--- src/hw/mapd_pkg.sv ---
// Shared constants for the multiplexed-address command port.
// Assumes a single 100 MHz clock domain and plain-port configuration.
package mapd_pkg;
    localparam int BALL_W = 19;
    localparam int ADDR_W = 22;
    localparam int BANK_W = 3;
    localparam int LAT_W = 4;
    localparam int CFG_W = 3;

    // Clock
    localparam real CLK_PERIOD_NS = 10.0;

    // Mode register field positions in the assembled address
    localparam int MR_CFG_LSB = 0;
    localparam int MR_BL_LSB = 3;
    localparam int MR_MUX_BIT = 5;
    localparam int MR_IGNORED_BIT = 6;
    localparam int MR_DLL_RST_BIT = 7;

    // Reset values
    localparam logic [CFG_W-1:0] CFG_RST = 3'h0;
    localparam logic [1:0] BL_RST = 2'h0;
    localparam logic MUX_RST = 1'h0;
    localparam logic DLL_EN_RST = 1'h0;

    // Data width straps
    localparam logic [1:0] W_X9 = 2'h0;
    localparam logic [1:0] W_X18 = 2'h1;
    localparam logic [1:0] W_X36 = 2'h2;

    // Burst length settings
    localparam logic [1:0] BL_2 = 2'h0;
    localparam logic [1:0] BL_4 = 2'h1;
    localparam logic [1:0] BL_8 = 2'h2;

    // Configuration tables, multiplexed mode, configurations 1 to 5
    localparam int NUM_CFG = 5;
    localparam logic [LAT_W-1:0] RC_TAB [0:NUM_CFG-1] =
        '{4'h4, 4'h6, 4'h8, 4'h3, 4'h5};
    localparam logic [LAT_W-1:0] RL_TAB [0:NUM_CFG-1] =
        '{4'h5, 4'h7, 4'h9, 4'h4, 4'h6};
    localparam logic [LAT_W-1:0] WL_TAB [0:NUM_CFG-1] =
        '{4'h6, 4'h8, 4'ha, 4'h5, 4'h7};
    localparam logic [LAT_W-1:0] MUX_EXTRA = 4'h1;

    typedef enum logic [1:0] {
        MAPD_CMD_READ = 2'h0,
        MAPD_CMD_WRITE = 2'h1,
        MAPD_CMD_AUTO_REFRESH_CMD = 2'h2,
        MAPD_CMD_MRS = 2'h3
    } mapd_cmd_e;

    typedef enum logic {
        MAPD_ST_IDLE = 1'b0,
        MAPD_ST_HALF2 = 1'b1
    } mapd_state_e;
endpackage

--- src/hw/mapd_port.sv ---
// Command and address front end of a DRAM in multiplexed address mode.
// Assumes command pins synchronous to i_ref_clk; width strap is static.
`timescale 1ns/100ps
// Contract
// - Mode set with bit 5 high switches device into multiplexed mode.
// - Mode set ignores second-half ball 8 and the bank select bits.
// - DLL reset setting turns the delay-locked loop off.
// - Fixed ball mapping of both address halves to address bits.
// - Bits 19 and 20 used only for listed width and burst combinations.
// - Multiplexed mode adds one clock to read and write latency.
// - Configurations 1 to 5 give the tabled row, read, write cycles.
// - Each command executes on the rising edge after its issue edge; a multiplexed-mode auto refresh executes one edge later.
// - Auto refresh has no second half; next command accepted next clock.
// - Two address parts on consecutive clocks, each with own timing.
module mapd_port (
    input wire logic i_ref_clk,
    input wire logic i_rst,
    input wire logic i_cs_n,
    input wire logic i_we_n,
    input wire logic i_ref_n,
    input wire logic [mapd_pkg::BALL_W-1:0] i_ball,
    input wire logic [mapd_pkg::BANK_W-1:0] i_bank,
    input wire logic [1:0] i_width,
    output logic o_mux_mode,
    output logic o_dll_enable,
    output logic [mapd_pkg::CFG_W-1:0] o_config,
    output logic [1:0] o_burst_len,
    output logic [mapd_pkg::LAT_W-1:0] o_row_cycle,
    output logic [mapd_pkg::LAT_W-1:0] o_read_latency,
    output logic [mapd_pkg::LAT_W-1:0] o_write_latency,
    output logic o_cmd_valid,
    output logic [1:0] o_cmd_kind,
    output logic [mapd_pkg::BANK_W-1:0] o_cmd_bank,
    output logic [mapd_pkg::ADDR_W-1:0] o_cmd_addr
);
    mapd_pkg::mapd_state_e state_r, state_nxt;
    logic [mapd_pkg::BALL_W-1:0] first_half_r;
    logic [mapd_pkg::BANK_W-1:0] bank_r;
    logic [1:0] kind_r;
    logic auto_refresh_cmd_pend_r;
    logic [mapd_pkg::BANK_W-1:0] auto_refresh_cmd_bank_r;
    logic mux_r, dll_en_r;
    logic [mapd_pkg::CFG_W-1:0] cfg_r;
    logic [1:0] bl_r;
    logic [mapd_pkg::LAT_W-1:0] rc_r, rl_r, wl_r;
    logic valid_r;
    logic [1:0] out_kind_r;
    logic [mapd_pkg::BANK_W-1:0] out_bank_r;
    logic [mapd_pkg::ADDR_W-1:0] out_addr_r;
    logic [mapd_pkg::ADDR_W-1:0] mapped_addr;

    // Command decode from the select, write and refresh pins
    wire cmd_sel = !i_cs_n;
    wire [1:0] cmd_code = (!i_we_n && !i_ref_n) ? mapd_pkg::MAPD_CMD_MRS :
                          (!i_we_n) ? mapd_pkg::MAPD_CMD_WRITE :
                          (!i_ref_n) ? mapd_pkg::MAPD_CMD_AUTO_REFRESH_CMD :
                          mapd_pkg::MAPD_CMD_READ;
    wire idle = (state_r == mapd_pkg::MAPD_ST_IDLE);
    wire half2 = (state_r == mapd_pkg::MAPD_ST_HALF2);
    wire take_cmd = idle && cmd_sel;
    wire mux_auto_refresh_cmd = take_cmd && mux_r &&
                    (cmd_code == mapd_pkg::MAPD_CMD_AUTO_REFRESH_CMD);
    wire mux_two = take_cmd && mux_r && !mux_auto_refresh_cmd;
    wire flat_exec = take_cmd && !mux_r;

    mapd_addr_map u_map (
        .i_first_half(first_half_r),
        .i_second_half(i_ball),
        .i_width(i_width),
        .i_burst_len(bl_r),
        .o_addr(mapped_addr)
    );

    // Mode register load, two-cycle form in multiplexed mode
    wire mrs_mux = half2 && (kind_r == mapd_pkg::MAPD_CMD_MRS);
    wire mrs_flat = flat_exec && (cmd_code == mapd_pkg::MAPD_CMD_MRS);
    wire mrs_fire = mrs_mux || mrs_flat;
    wire [mapd_pkg::ADDR_W-1:0] flat_addr = {3'h0, i_ball};
    wire [mapd_pkg::ADDR_W-1:0] mrs_addr = mrs_mux ?
        (mapped_addr & ~(22'h1 << mapd_pkg::MR_IGNORED_BIT)) :
        flat_addr;
    wire [mapd_pkg::CFG_W-1:0] cfg_new =
        mrs_addr[mapd_pkg::MR_CFG_LSB +: mapd_pkg::CFG_W];
    wire [1:0] bl_new = mrs_addr[mapd_pkg::MR_BL_LSB +: 2];
    wire mux_new = mrs_addr[mapd_pkg::MR_MUX_BIT];
    wire dll_en_new = !mrs_addr[mapd_pkg::MR_DLL_RST_BIT];

    // Configuration table lookup
    wire cfg_bad = (cfg_new == 3'h0) || (cfg_new > 3'h5);
    wire [2:0] cfg_idx = cfg_bad ? 3'h0 : (cfg_new - 3'h1);
    wire [mapd_pkg::LAT_W-1:0] rc_new = mapd_pkg::RC_TAB[cfg_idx];
    wire [mapd_pkg::LAT_W-1:0] lat_adj =
        mux_new ? 4'h0 : mapd_pkg::MUX_EXTRA;
    wire [mapd_pkg::LAT_W-1:0] rl_new =
        mapd_pkg::RL_TAB[cfg_idx] - lat_adj;
    wire [mapd_pkg::LAT_W-1:0] wl_new =
        mapd_pkg::WL_TAB[cfg_idx] - lat_adj;

    // Execute selection for the output stage
    wire exec_now = half2 || auto_refresh_cmd_pend_r || flat_exec;
    wire [1:0] exec_kind = half2 ? kind_r :
                           auto_refresh_cmd_pend_r ? mapd_pkg::MAPD_CMD_AUTO_REFRESH_CMD : cmd_code;
    wire [mapd_pkg::BANK_W-1:0] exec_bank_raw = half2 ? bank_r :
                                   auto_refresh_cmd_pend_r ? auto_refresh_cmd_bank_r : i_bank;
    wire [mapd_pkg::BANK_W-1:0] exec_bank =
        (exec_kind == mapd_pkg::MAPD_CMD_MRS) ? 3'h0 : exec_bank_raw;
    wire [mapd_pkg::ADDR_W-1:0] exec_addr = mrs_mux ? mrs_addr :
                                   half2 ? mapped_addr :
                                   auto_refresh_cmd_pend_r ? 22'h0 : flat_addr;

    always_comb begin
        case (state_r)
            mapd_pkg::MAPD_ST_IDLE: begin
                state_nxt = mux_two ? mapd_pkg::MAPD_ST_HALF2 :
                            mapd_pkg::MAPD_ST_IDLE;
            end
            mapd_pkg::MAPD_ST_HALF2: begin
                state_nxt = mapd_pkg::MAPD_ST_IDLE;
            end
            default: begin
                state_nxt = mapd_pkg::MAPD_ST_IDLE;
            end
        endcase
    end

    always_ff @(posedge i_ref_clk or posedge i_rst) begin
        if (i_rst) begin
            state_r <= mapd_pkg::MAPD_ST_IDLE;
            first_half_r <= '0;
            bank_r <= '0;
            kind_r <= 2'h0;
            auto_refresh_cmd_pend_r <= 1'b0;
            auto_refresh_cmd_bank_r <= '0;
        end else begin
            state_r <= state_nxt;
            if (mux_two) begin
                first_half_r <= i_ball;
                bank_r <= i_bank;
                kind_r <= cmd_code;
            end
            auto_refresh_cmd_pend_r <= mux_auto_refresh_cmd;
            if (mux_auto_refresh_cmd) begin
                auto_refresh_cmd_bank_r <= i_bank;
            end
        end
    end

    always_ff @(posedge i_ref_clk or posedge i_rst) begin
        if (i_rst) begin
            mux_r <= mapd_pkg::MUX_RST;
            dll_en_r <= mapd_pkg::DLL_EN_RST;
            cfg_r <= mapd_pkg::CFG_RST;
            bl_r <= mapd_pkg::BL_RST;
            rc_r <= mapd_pkg::RC_TAB[0];
            rl_r <= mapd_pkg::RL_TAB[0] - mapd_pkg::MUX_EXTRA;
            wl_r <= mapd_pkg::WL_TAB[0] - mapd_pkg::MUX_EXTRA;
        end else if (mrs_fire) begin
            mux_r <= mux_new;
            dll_en_r <= dll_en_new;
            cfg_r <= cfg_new;
            bl_r <= bl_new;
            rc_r <= rc_new;
            rl_r <= rl_new;
            wl_r <= wl_new;
        end
    end

    always_ff @(posedge i_ref_clk or posedge i_rst) begin
        if (i_rst) begin
            valid_r <= 1'b0;
            out_kind_r <= 2'h0;
            out_bank_r <= '0;
            out_addr_r <= '0;
        end else begin
            valid_r <= exec_now;
            if (exec_now) begin
                out_kind_r <= exec_kind;
                out_bank_r <= exec_bank;
                out_addr_r <= exec_addr;
            end
        end
    end

    assign o_mux_mode = mux_r;
    assign o_dll_enable = dll_en_r;
    assign o_config = cfg_r;
    assign o_burst_len = bl_r;
    assign o_row_cycle = rc_r;
    assign o_read_latency = rl_r;
    assign o_write_latency = wl_r;
    assign o_cmd_valid = valid_r;
    assign o_cmd_kind = out_kind_r;
    assign o_cmd_bank = out_bank_r;
    assign o_cmd_addr = out_addr_r;
endmodule

--- src/hw/mapd_addr_map.sv ---
// Ball-to-address mapping for the two halves of a multiplexed command.
// Purely combinational; the caller registers the result.
`timescale 1ns/100ps
module mapd_addr_map (
    input wire logic [mapd_pkg::BALL_W-1:0] i_first_half,
    input wire logic [mapd_pkg::BALL_W-1:0] i_second_half,
    input wire logic [1:0] i_width,
    input wire logic [1:0] i_burst_len,
    output logic [mapd_pkg::ADDR_W-1:0] o_addr
);
    wire is_x9 = (i_width == mapd_pkg::W_X9);
    wire is_x18 = (i_width == mapd_pkg::W_X18);
    wire is_x36 = (i_width == mapd_pkg::W_X36);
    wire bl2 = (i_burst_len == mapd_pkg::BL_2);
    wire bl4 = (i_burst_len == mapd_pkg::BL_4);
    wire bl8 = (i_burst_len == mapd_pkg::BL_8);
    wire use_a19 = !((is_x36 && (bl4 || bl8)) ||
                     (is_x18 && bl8));
    wire use_a20 = (is_x18 && bl2) || (is_x9 && (bl2 || bl4));
    wire use_a21 = is_x9 && bl2;
    wire use_a18 = !(is_x36 && bl8);

    // First half carries like-numbered bits
    assign o_addr[0] = i_first_half[0];
    assign o_addr[3] = i_first_half[3];
    assign o_addr[4] = i_first_half[4];
    assign o_addr[5] = i_first_half[5];
    assign o_addr[8] = i_first_half[8];
    assign o_addr[9] = i_first_half[9];
    assign o_addr[10] = i_first_half[10];
    assign o_addr[13] = i_first_half[13];
    assign o_addr[14] = i_first_half[14];
    assign o_addr[17] = i_first_half[17];
    assign o_addr[18] = use_a18 & i_first_half[18];
    // Second half carries the remaining bits
    assign o_addr[1] = i_second_half[3];
    assign o_addr[2] = i_second_half[4];
    assign o_addr[6] = i_second_half[8];
    assign o_addr[7] = i_second_half[9];
    assign o_addr[11] = i_second_half[13];
    assign o_addr[12] = i_second_half[14];
    assign o_addr[16] = i_second_half[17];
    assign o_addr[15] = i_second_half[18];
    assign o_addr[19] = use_a19 & i_second_half[10];
    assign o_addr[20] = use_a20 & i_second_half[0];
    assign o_addr[21] = use_a21 & i_second_half[5];
endmodule

--- config.mk ---
export PLATFORM = sky130hd
export DESIGN_NAME = mapd_port
export DESIGN_NICKNAME = d
export VERILOG_FILES = /design/src/hw/mapd_pkg.sv /design/src/hw/mapd_port.sv /design/src/hw/mapd_addr_map.sv
export SDC_FILE = /design/constraint.sdc
export NUM_CORES = 1
export LEC_CHECK = 0
export BUFFER_PORTS_ARGS = -buffer_cell sky130_fd_sc_hd__clkbuf_2
export CAP_MARGIN = 5
export CORE_UTILIZATION = 58
export DETAILED_ROUTE_END_ITERATION = 7
export GPL_TIMING_DRIVEN = 0
export PLACE_DENSITY = 0.93
export SLEW_MARGIN = 10
export SYNTH_ARGS = -nofsm -noshare
export SYNTH_HDL_FRONTEND = slang
export SYNTH_SLANG_ARGS = --single-unit
--- constraint.sdc ---
create_clock -name i_ref_clk -period 10.8 [get_ports i_ref_clk]
set_clock_uncertainty 0.15 [all_clocks]
set_input_delay 2.16 -clock i_ref_clk [delete_from_list [all_inputs] [get_ports i_ref_clk]]
set_output_delay 2.16 -clock i_ref_clk [all_outputs]
set_load 0.01 [all_outputs]
==> impl_metrics.tcl, run 1 <==
set metrics [dict create \
    critPathSlowestCell "mux2i_1" \
    cp_num_buf_inv 2 \
    max_stage_delay_ns 0.38 \
    hold_class "register to register" \
    post_drt_via_cell_ratio 5.89 \
    grt_max_degree 69 \
    drive_gt1_share_pct 27.8 \
    start_util_pct 60.5 \
    outcome "finished clean" \
    gp_congestion 0.848 \
    holdBufCountCts 0 \
    switching_share_pct 38.6 \
    fmax_mhz 201 \
    hold_depth 2 \
    grt_pass1_wl_um 13200 \
    start_kind "input port" \
    path_cells "clkbuf_2 > mux2i_1 > ha_1 > ha_1 > a311o_1 > mux2i_1 > inv_1 > ha_1 > nand2b_1 > or2_2 > o21ai_0 > a21oi_1 > a22o_1" \
    powerDensity_nw_per_um2 281 \
    wirelength_um 8040 \
    port_buffers 75 \
    io_pins 76 \
    yosys_warnings 0 \
    drt-initial-drc-count 326 \
    cp-end-kind "register" \
    cts.sinks 68 \
    synth_area_leaders "dfrtp_1 48%, nand2_1 7.4%, ha_1 4.5%, nor2_1 3.9%, a21oi_1 3.9%" \
    slew_headroom_pct 45.5 \
    synth_cell_types 51 \
    grt-busiest-layer "met2" \
    die_area_um2 6050 \
    rsz0062_at_grt "no" \
    syn_inst 334 \
    synth_edf_count 0 \
    dieHeight_um 77.8 \
    postRouteAntennaNets 0 \
    grt_usage_pct 28.8 \
    final.setup.tns_ns 0 \
    cts_buffers 9 \
    insertedDiodeCount 0 \
    crit_cells 13 \
    cts_root_buf "clkbuf_8" \
    clkTransAtPathRegs_ns 0.07 \
    drv_cap 0 \
    critPathArrivalTime_ns 5.07 \
    vias 2927 \
    clkPwrFrac_pct 21.5 \
    min_period_over_period_pct 46.0 \
    peakVddDrop_v 0.000142 \
    cpMostUsedCell "ha_1" \
    power.total_uw 1140 \
    cts_tree "done" \
    combPwrFrac_pct 38.6 \
    met2_usage_pct 46.0 \
    seqPwrFrac_pct 39.9 \
    clock_path_buffers 2 \
    synth-seq-cells 68 \
    wl_per_cell_um 16.2 \
    p_sw_uw 438 \
    syn_area_um2 3330 \
    die_x_um 77.8 \
    grt_use_met3_pct 8.24 \
    internal_power_uw 697 \
    cp_top_family "adder cells" \
    maxSlewViolCount 0 \
    setup_viol 0 \
    grt_overflow 0 \
    rows 27 \
    crit_type "input port to register" \
    yosysTopAreaCellShare_pct 48.1 \
    syn_to_final_growth_pct 21.1 \
    detailed_place_hpwl_um 5630 \
    tightest_slew_ns 0.818 \
    synthArstFlopShare_pct 100 \
    layout_commonest_cell "clkbuf_2" \
    synth_nets 375 \
    crit_fanout 6 \
    critPathRequiredTime_ns 10.90 \
    cts_resized 0 \
    layout_common_cells "75 x clkbuf_2, 66 x nand2_1, 64 x dfrtp_1" \
    dr.pass1.iters 6 \
    groute.layer.met1.usage_pct 36.1 \
    core_um2 5510 \
    synth_top_cell_by_area "dfrtp_1" \
    seq_area_frac_synth_pct 51.2 \
    drc 0 \
    insertion_delay_ns 0.35 \
    cts_max_level 3 \
    grt_pass1_vias 2808 \
    finalCriticalPeriod_ns 4.97 \
    syn_area_per_cell_um2 9.98 \
    rr_worst_depth 14 \
    cellLeakagePower_uw 0.00199 \
    synth-main-ff-cell "dfrtp_1" \
    grt_antenna_before_repair 0 \
    post_cts_buffers 0 \
    final_hold_viol_count 0 \
    fin_nets 461 \
]
==> per-layer routing <==
metal | vias up | routed length (um)
li1 | 1335 | -
met2 | 145 | 3990
met5 | - | 0
met3 | 18 | 584
met1 | 1429 | 3300
met4 | 0 | 152
==> worst reg2reg max path: stages (launching register included) <==
cell and delay, ns:
dfrtp_1 0.34, buf_6 0.14, nand3_4 0.20, mux2i_1 0.23, ha_1 0.23, ha_1 0.31
a311o_1 0.37, mux2i_1 0.38, inv_1 0.08, ha_1 0.31, nand2b_1 0.17, or2_2 0.28
o21ai_0 0.15, a21oi_1 0.09, a22o_1 0.20
==> kinds of logic (layout without fill, tap and decap cells) <==
kind of cell	Yosys count	after routing	synth area share, %
AO/OA/AOI/OAI	81	81	16.9
XOR/XNOR	1	1	0.263
adder cells (fa/ha/maj)	12	12	4.51
buffers and inverters	29	120	4.13
flip-flops	68	68	51.2
multiplexers	14	14	4.36
AND/OR/NAND/NOR	129	129	18.7
==> sequential cells by signal (all words and copies together) (netlist names), 3 cells and up <==
register / cells
o_cmd_bank: 3
bank_r: 3
auto_refresh_cmd_bank_r: 3
first_half_r: 11
o_config: 3
o_write_latency: 4
o_row_cycle: 4
o_cmd_addr: 22
o_read_latency: 4
==> Yosys cell counts, drive strengths merged, types with 8 or more instances <==
library cell,number
a221oi,9
inv,12
a21oi,28
mux2i,10
nor2,36
ha,12
nor3b,11
o21ai,18
clkbuf,9
buf,8
dfrtp,64
nand2,66
==> power by group through the flow <==
stage	logic, uW	clock network (uW)	registers (uW)
5_1_grt	485	259	468
3_3_place_gp	415	0	450
4_1_cts	438	246	452
3_5_place_dp	432	0	456
2_1_floorplan	242	0	483
6_report	438	244	453
==> metrics by stage <==
step | instances | hold slack (ns) | cell area, um^2 | setup slack, ns | util, %
3_3_place_gp | 481 | 0.307 | 3800 | 5.57 | 69.0
5_1_grt | 497 | 0.354 | 4030 | 5.62 | 73.3
6_report | 497 | 0.331 | 4030 | 5.83 | 73.3
2_1_floorplan | 334 | 0.295 | 3330 | 5.96 | -
3_5_place_dp | 481 | 0.312 | 3800 | 5.48 | 69.0
4_1_cts | 497 | 0.331 | 4030 | 5.86 | 73.3
==> area by class of cell <==
| class | instances | area, um^2 |
|---|---|---|
| Multi-Input combinational cell | 237 | 1490 |
| Buffer | 17 | 92.6 |
| Fill cell | 386 | 1470 |
| Inverter | 12 | 47.5 |
| Clock buffer | 11 | 151 |
| Clock inverter | 5 | 82.6 |
| Sequential cell | 68 | 1710 |
| Timing Repair Buffer | 75 | 375 |
| Tap cell | 72 | 90.1 |
==> worst paths after layout <==
check / startpoint / to / slack, ns
worst max-delay path: i_ball[0] / o_write_latency[3] / 5.83
worst min-delay path: o_write_latency[2] / o_write_latency[2] / 0.33
worst max register to register: half2 / o_write_latency[3] / 7.06
worst min register to register: o_write_latency[2] / o_write_latency[2] / 0.33
max in group asynchronous: i_rst / o_read_latency[3] / 8.15
min in group asynchronous: i_rst / o_cmd_addr[20] / 1.79
Power figures use the tool's default switching activity.
==> run 2: changes to the inputs <==
--- a/config.mk
+++ b/config.mk
@@ -7,10 +7,10 @@
 export LEC_CHECK = 0
 export BUFFER_PORTS_ARGS = -buffer_cell sky130_fd_sc_hd__clkbuf_2
 export CAP_MARGIN = 5
-export CORE_UTILIZATION = 58
+export CORE_UTILIZATION = 54
 export DETAILED_ROUTE_END_ITERATION = 7
 export GPL_TIMING_DRIVEN = 0
-export PLACE_DENSITY = 0.93
+export PLACE_DENSITY = 0.88
 export SLEW_MARGIN = 10
 export SYNTH_ARGS = -nofsm -noshare
 export SYNTH_HDL_FRONTEND = slang
==> constraint.sdc (replaced) <==
create_clock -name i_ref_clk -period 5.1 [get_ports i_ref_clk]
set_clock_uncertainty 0.15 [all_clocks]
set_input_delay 1.02 -clock i_ref_clk [delete_from_list [all_inputs] [get_ports i_ref_clk]]
set_output_delay 1.02 -clock i_ref_clk [all_outputs]
set_load 0.01 [all_outputs]
==> run 2 against run 1 <==
Net effect: non-clock buffer count unchanged; routed wire length grew 6.3%; largest cell class unchanged; clock-buffer cell count grew 2.
==> impl_metrics.tcl, run 2 (same netlist as run 1, synthesis figures left out) <==
set metrics [dict create \
    peakVddDrop_v 0.000276 \
    pre_cts_slack_ns 0.823 \
    min_period_over_period_pct 77.8 \
    cpMostUsedCell "ha_1" \
    crit_fanout 7 \
    grt_usage_pct 28.5 \
    finalCriticalPeriod_ns 3.97 \
    maxSlewViolCount 0 \
    drt-initial-drc-count 295 \
    clock_path_buffers 2 \
    setup_viol 0 \
    grt_pass1_wl_um 13600 \
    postRouteAntennaNets 0 \
    cts_max_level 3 \
    io_pins 76 \
    clkTransAtPathRegs_ns 0.07 \
    gp_congestion 0.827 \
    final.setup.tns_ns 0 \
    layout_commonest_cell "clkbuf_2" \
    grt_antenna_before_repair 0 \
    insertion_delay_ns 0.35 \
    drc 0 \
    start_util_pct 56.3 \
    final_hold_viol_count 0 \
    slew_headroom_pct 45.6 \
    power.total_uw 2370 \
    critPathSlowestCell "mux2i_1" \
    wl_per_cell_um 17.1 \
    cts.sinks 68 \
    combPwrFrac_pct 39.7 \
    clkPwrFrac_pct 19.4 \
    cts_root_buf "clkbuf_8" \
    dieHeight_um 80.6 \
    switching_share_pct 39.7 \
    post_drt_via_cell_ratio 5.85 \
    cp-end-kind "register" \
    hold_class "register to register" \
    syn_to_final_growth_pct 20.3 \
    internal_power_uw 1430 \
    grt_max_degree 69 \
    insertedDiodeCount 0 \
    drive_gt1_share_pct 27.3 \
    critPathArrivalTime_ns 4.05 \
    post_cts_buffers 0 \
    die_area_um2 6490 \
    fmax_mhz 252 \
    holdBufCountCts 0 \
    tightest_slew_ns 0.816 \
    max_stage_delay_ns 0.41 \
    cts_tree "done" \
    p_sw_uw 940 \
    cts_buffers 9 \
    start_kind "input port" \
    drv_cap 0 \
    powerDensity_nw_per_um2 591 \
    largest_reg_flops 22 \
    rsz0062_at_grt "no" \
    layout_common_cells "75 x clkbuf_2, 66 x nand2_1, 64 x dfrtp_1" \
    vias 2926 \
    detailed_place_hpwl_um 5850 \
    seqPwrFrac_pct 40.9 \
    core_um2 5920 \
    grt_overflow 0 \
    fin_nets 461 \
    setup_ws_ns 1.13 \
    rows 28 \
    outcome "finished clean" \
    crit_type "input port to register" \
    port_buffers 75 \
    dr.pass1.iters 5 \
    cellLeakagePower_uw 0.00197 \
    wirelength_um 8540 \
    grt_pass1_vias 2901 \
    critPathRequiredTime_ns 5.19 \
    path_cells "clkbuf_2 > mux2i_1 > ha_1 > ha_1 > a311o_1 > mux2i_1 > inv_1 > ha_1 > nand2b_1 > or2_2 > o21ai_0 > a21oi_1 > a22o_1" \
    cts_resized 0 \
    die_x_um 80.6 \
]
-- run 2: worst max-delay path, delay by kind of cell --
family                     cells  cell delay [ns]
AOI/OAI and AO/OA              4             0.86
adders and majority gates      3             0.85
muxes                          2             0.58
and+or+nand+nor                2             0.46
buffers and inverters          2             0.27
-- run 2: path summary, 6_finish.rpt --
kind	startpoint	end	slack [ns]	depth (start not counted)
min in group asynchronous	i_rst	o_read_latency[3]	0.68	2
worst max register to register	half2	o_write_latency[3]	1.24	14
worst max-delay path	i_ball[3]	o_write_latency[3]	1.13	13
worst min-delay path	o_write_latency[2]	o_write_latency[2]	0.33	2
worst min register to register	o_write_latency[2]	o_write_latency[2]	0.33	2
max in group asynchronous	i_rst	o_cmd_kind[1]	3.60	2
-- run 2: area by class of cell --
| cell class | instances | area [um^2] |
|---|---|---|
| Buffer | 17 | 92.6 |
| Fill cell | 462 | 1910 |
| Timing Repair Buffer | 75 | 375 |
| Inverter | 12 | 47.5 |
| Tap cell | 75 | 93.8 |
| Clock inverter | 3 | 45.0 |
| Multi-Input combinational cell | 237 | 1490 |
| Clock buffer | 13 | 159 |
| Sequential cell | 68 | 1710 |
-- run 2: per-layer routing --
metal / global-route usage (%) / wire length [um] / vias to the layer above
met5: 0 / 0 / -
met2: 48.2 / 4400 / 126
met3: 4.89 / 520 / 27
met1: 34.0 / 3360 / 1436
met4: 16.1 / 259 / 0
li1: - / - / 1337
-- run 2: power groups by stage --
stage          Clock [uW]  Sequential (uW)  Combinational, uW
2_1_floorplan           0             1020                513
3_3_place_gp            0              954                880
3_5_place_dp            0              970                923
4_1_cts               459              962                941
5_1_grt               483              995               1050
6_report              458              968                940
-- run 2: metrics by stage --
stage | cell area [um^2] | util, % | instances | hold slack [ns]
global placement | 3800 | 64.2 | 484 | 0.307
floorplan | 3330 | - | 334 | 0.295
detailed placement | 3800 | 64.2 | 484 | 0.319
CTS | 4010 | 67.7 | 500 | 0.331
global route | 4010 | 67.7 | 500 | 0.347
finish | 4010 | 67.7 | 500 | 0.329
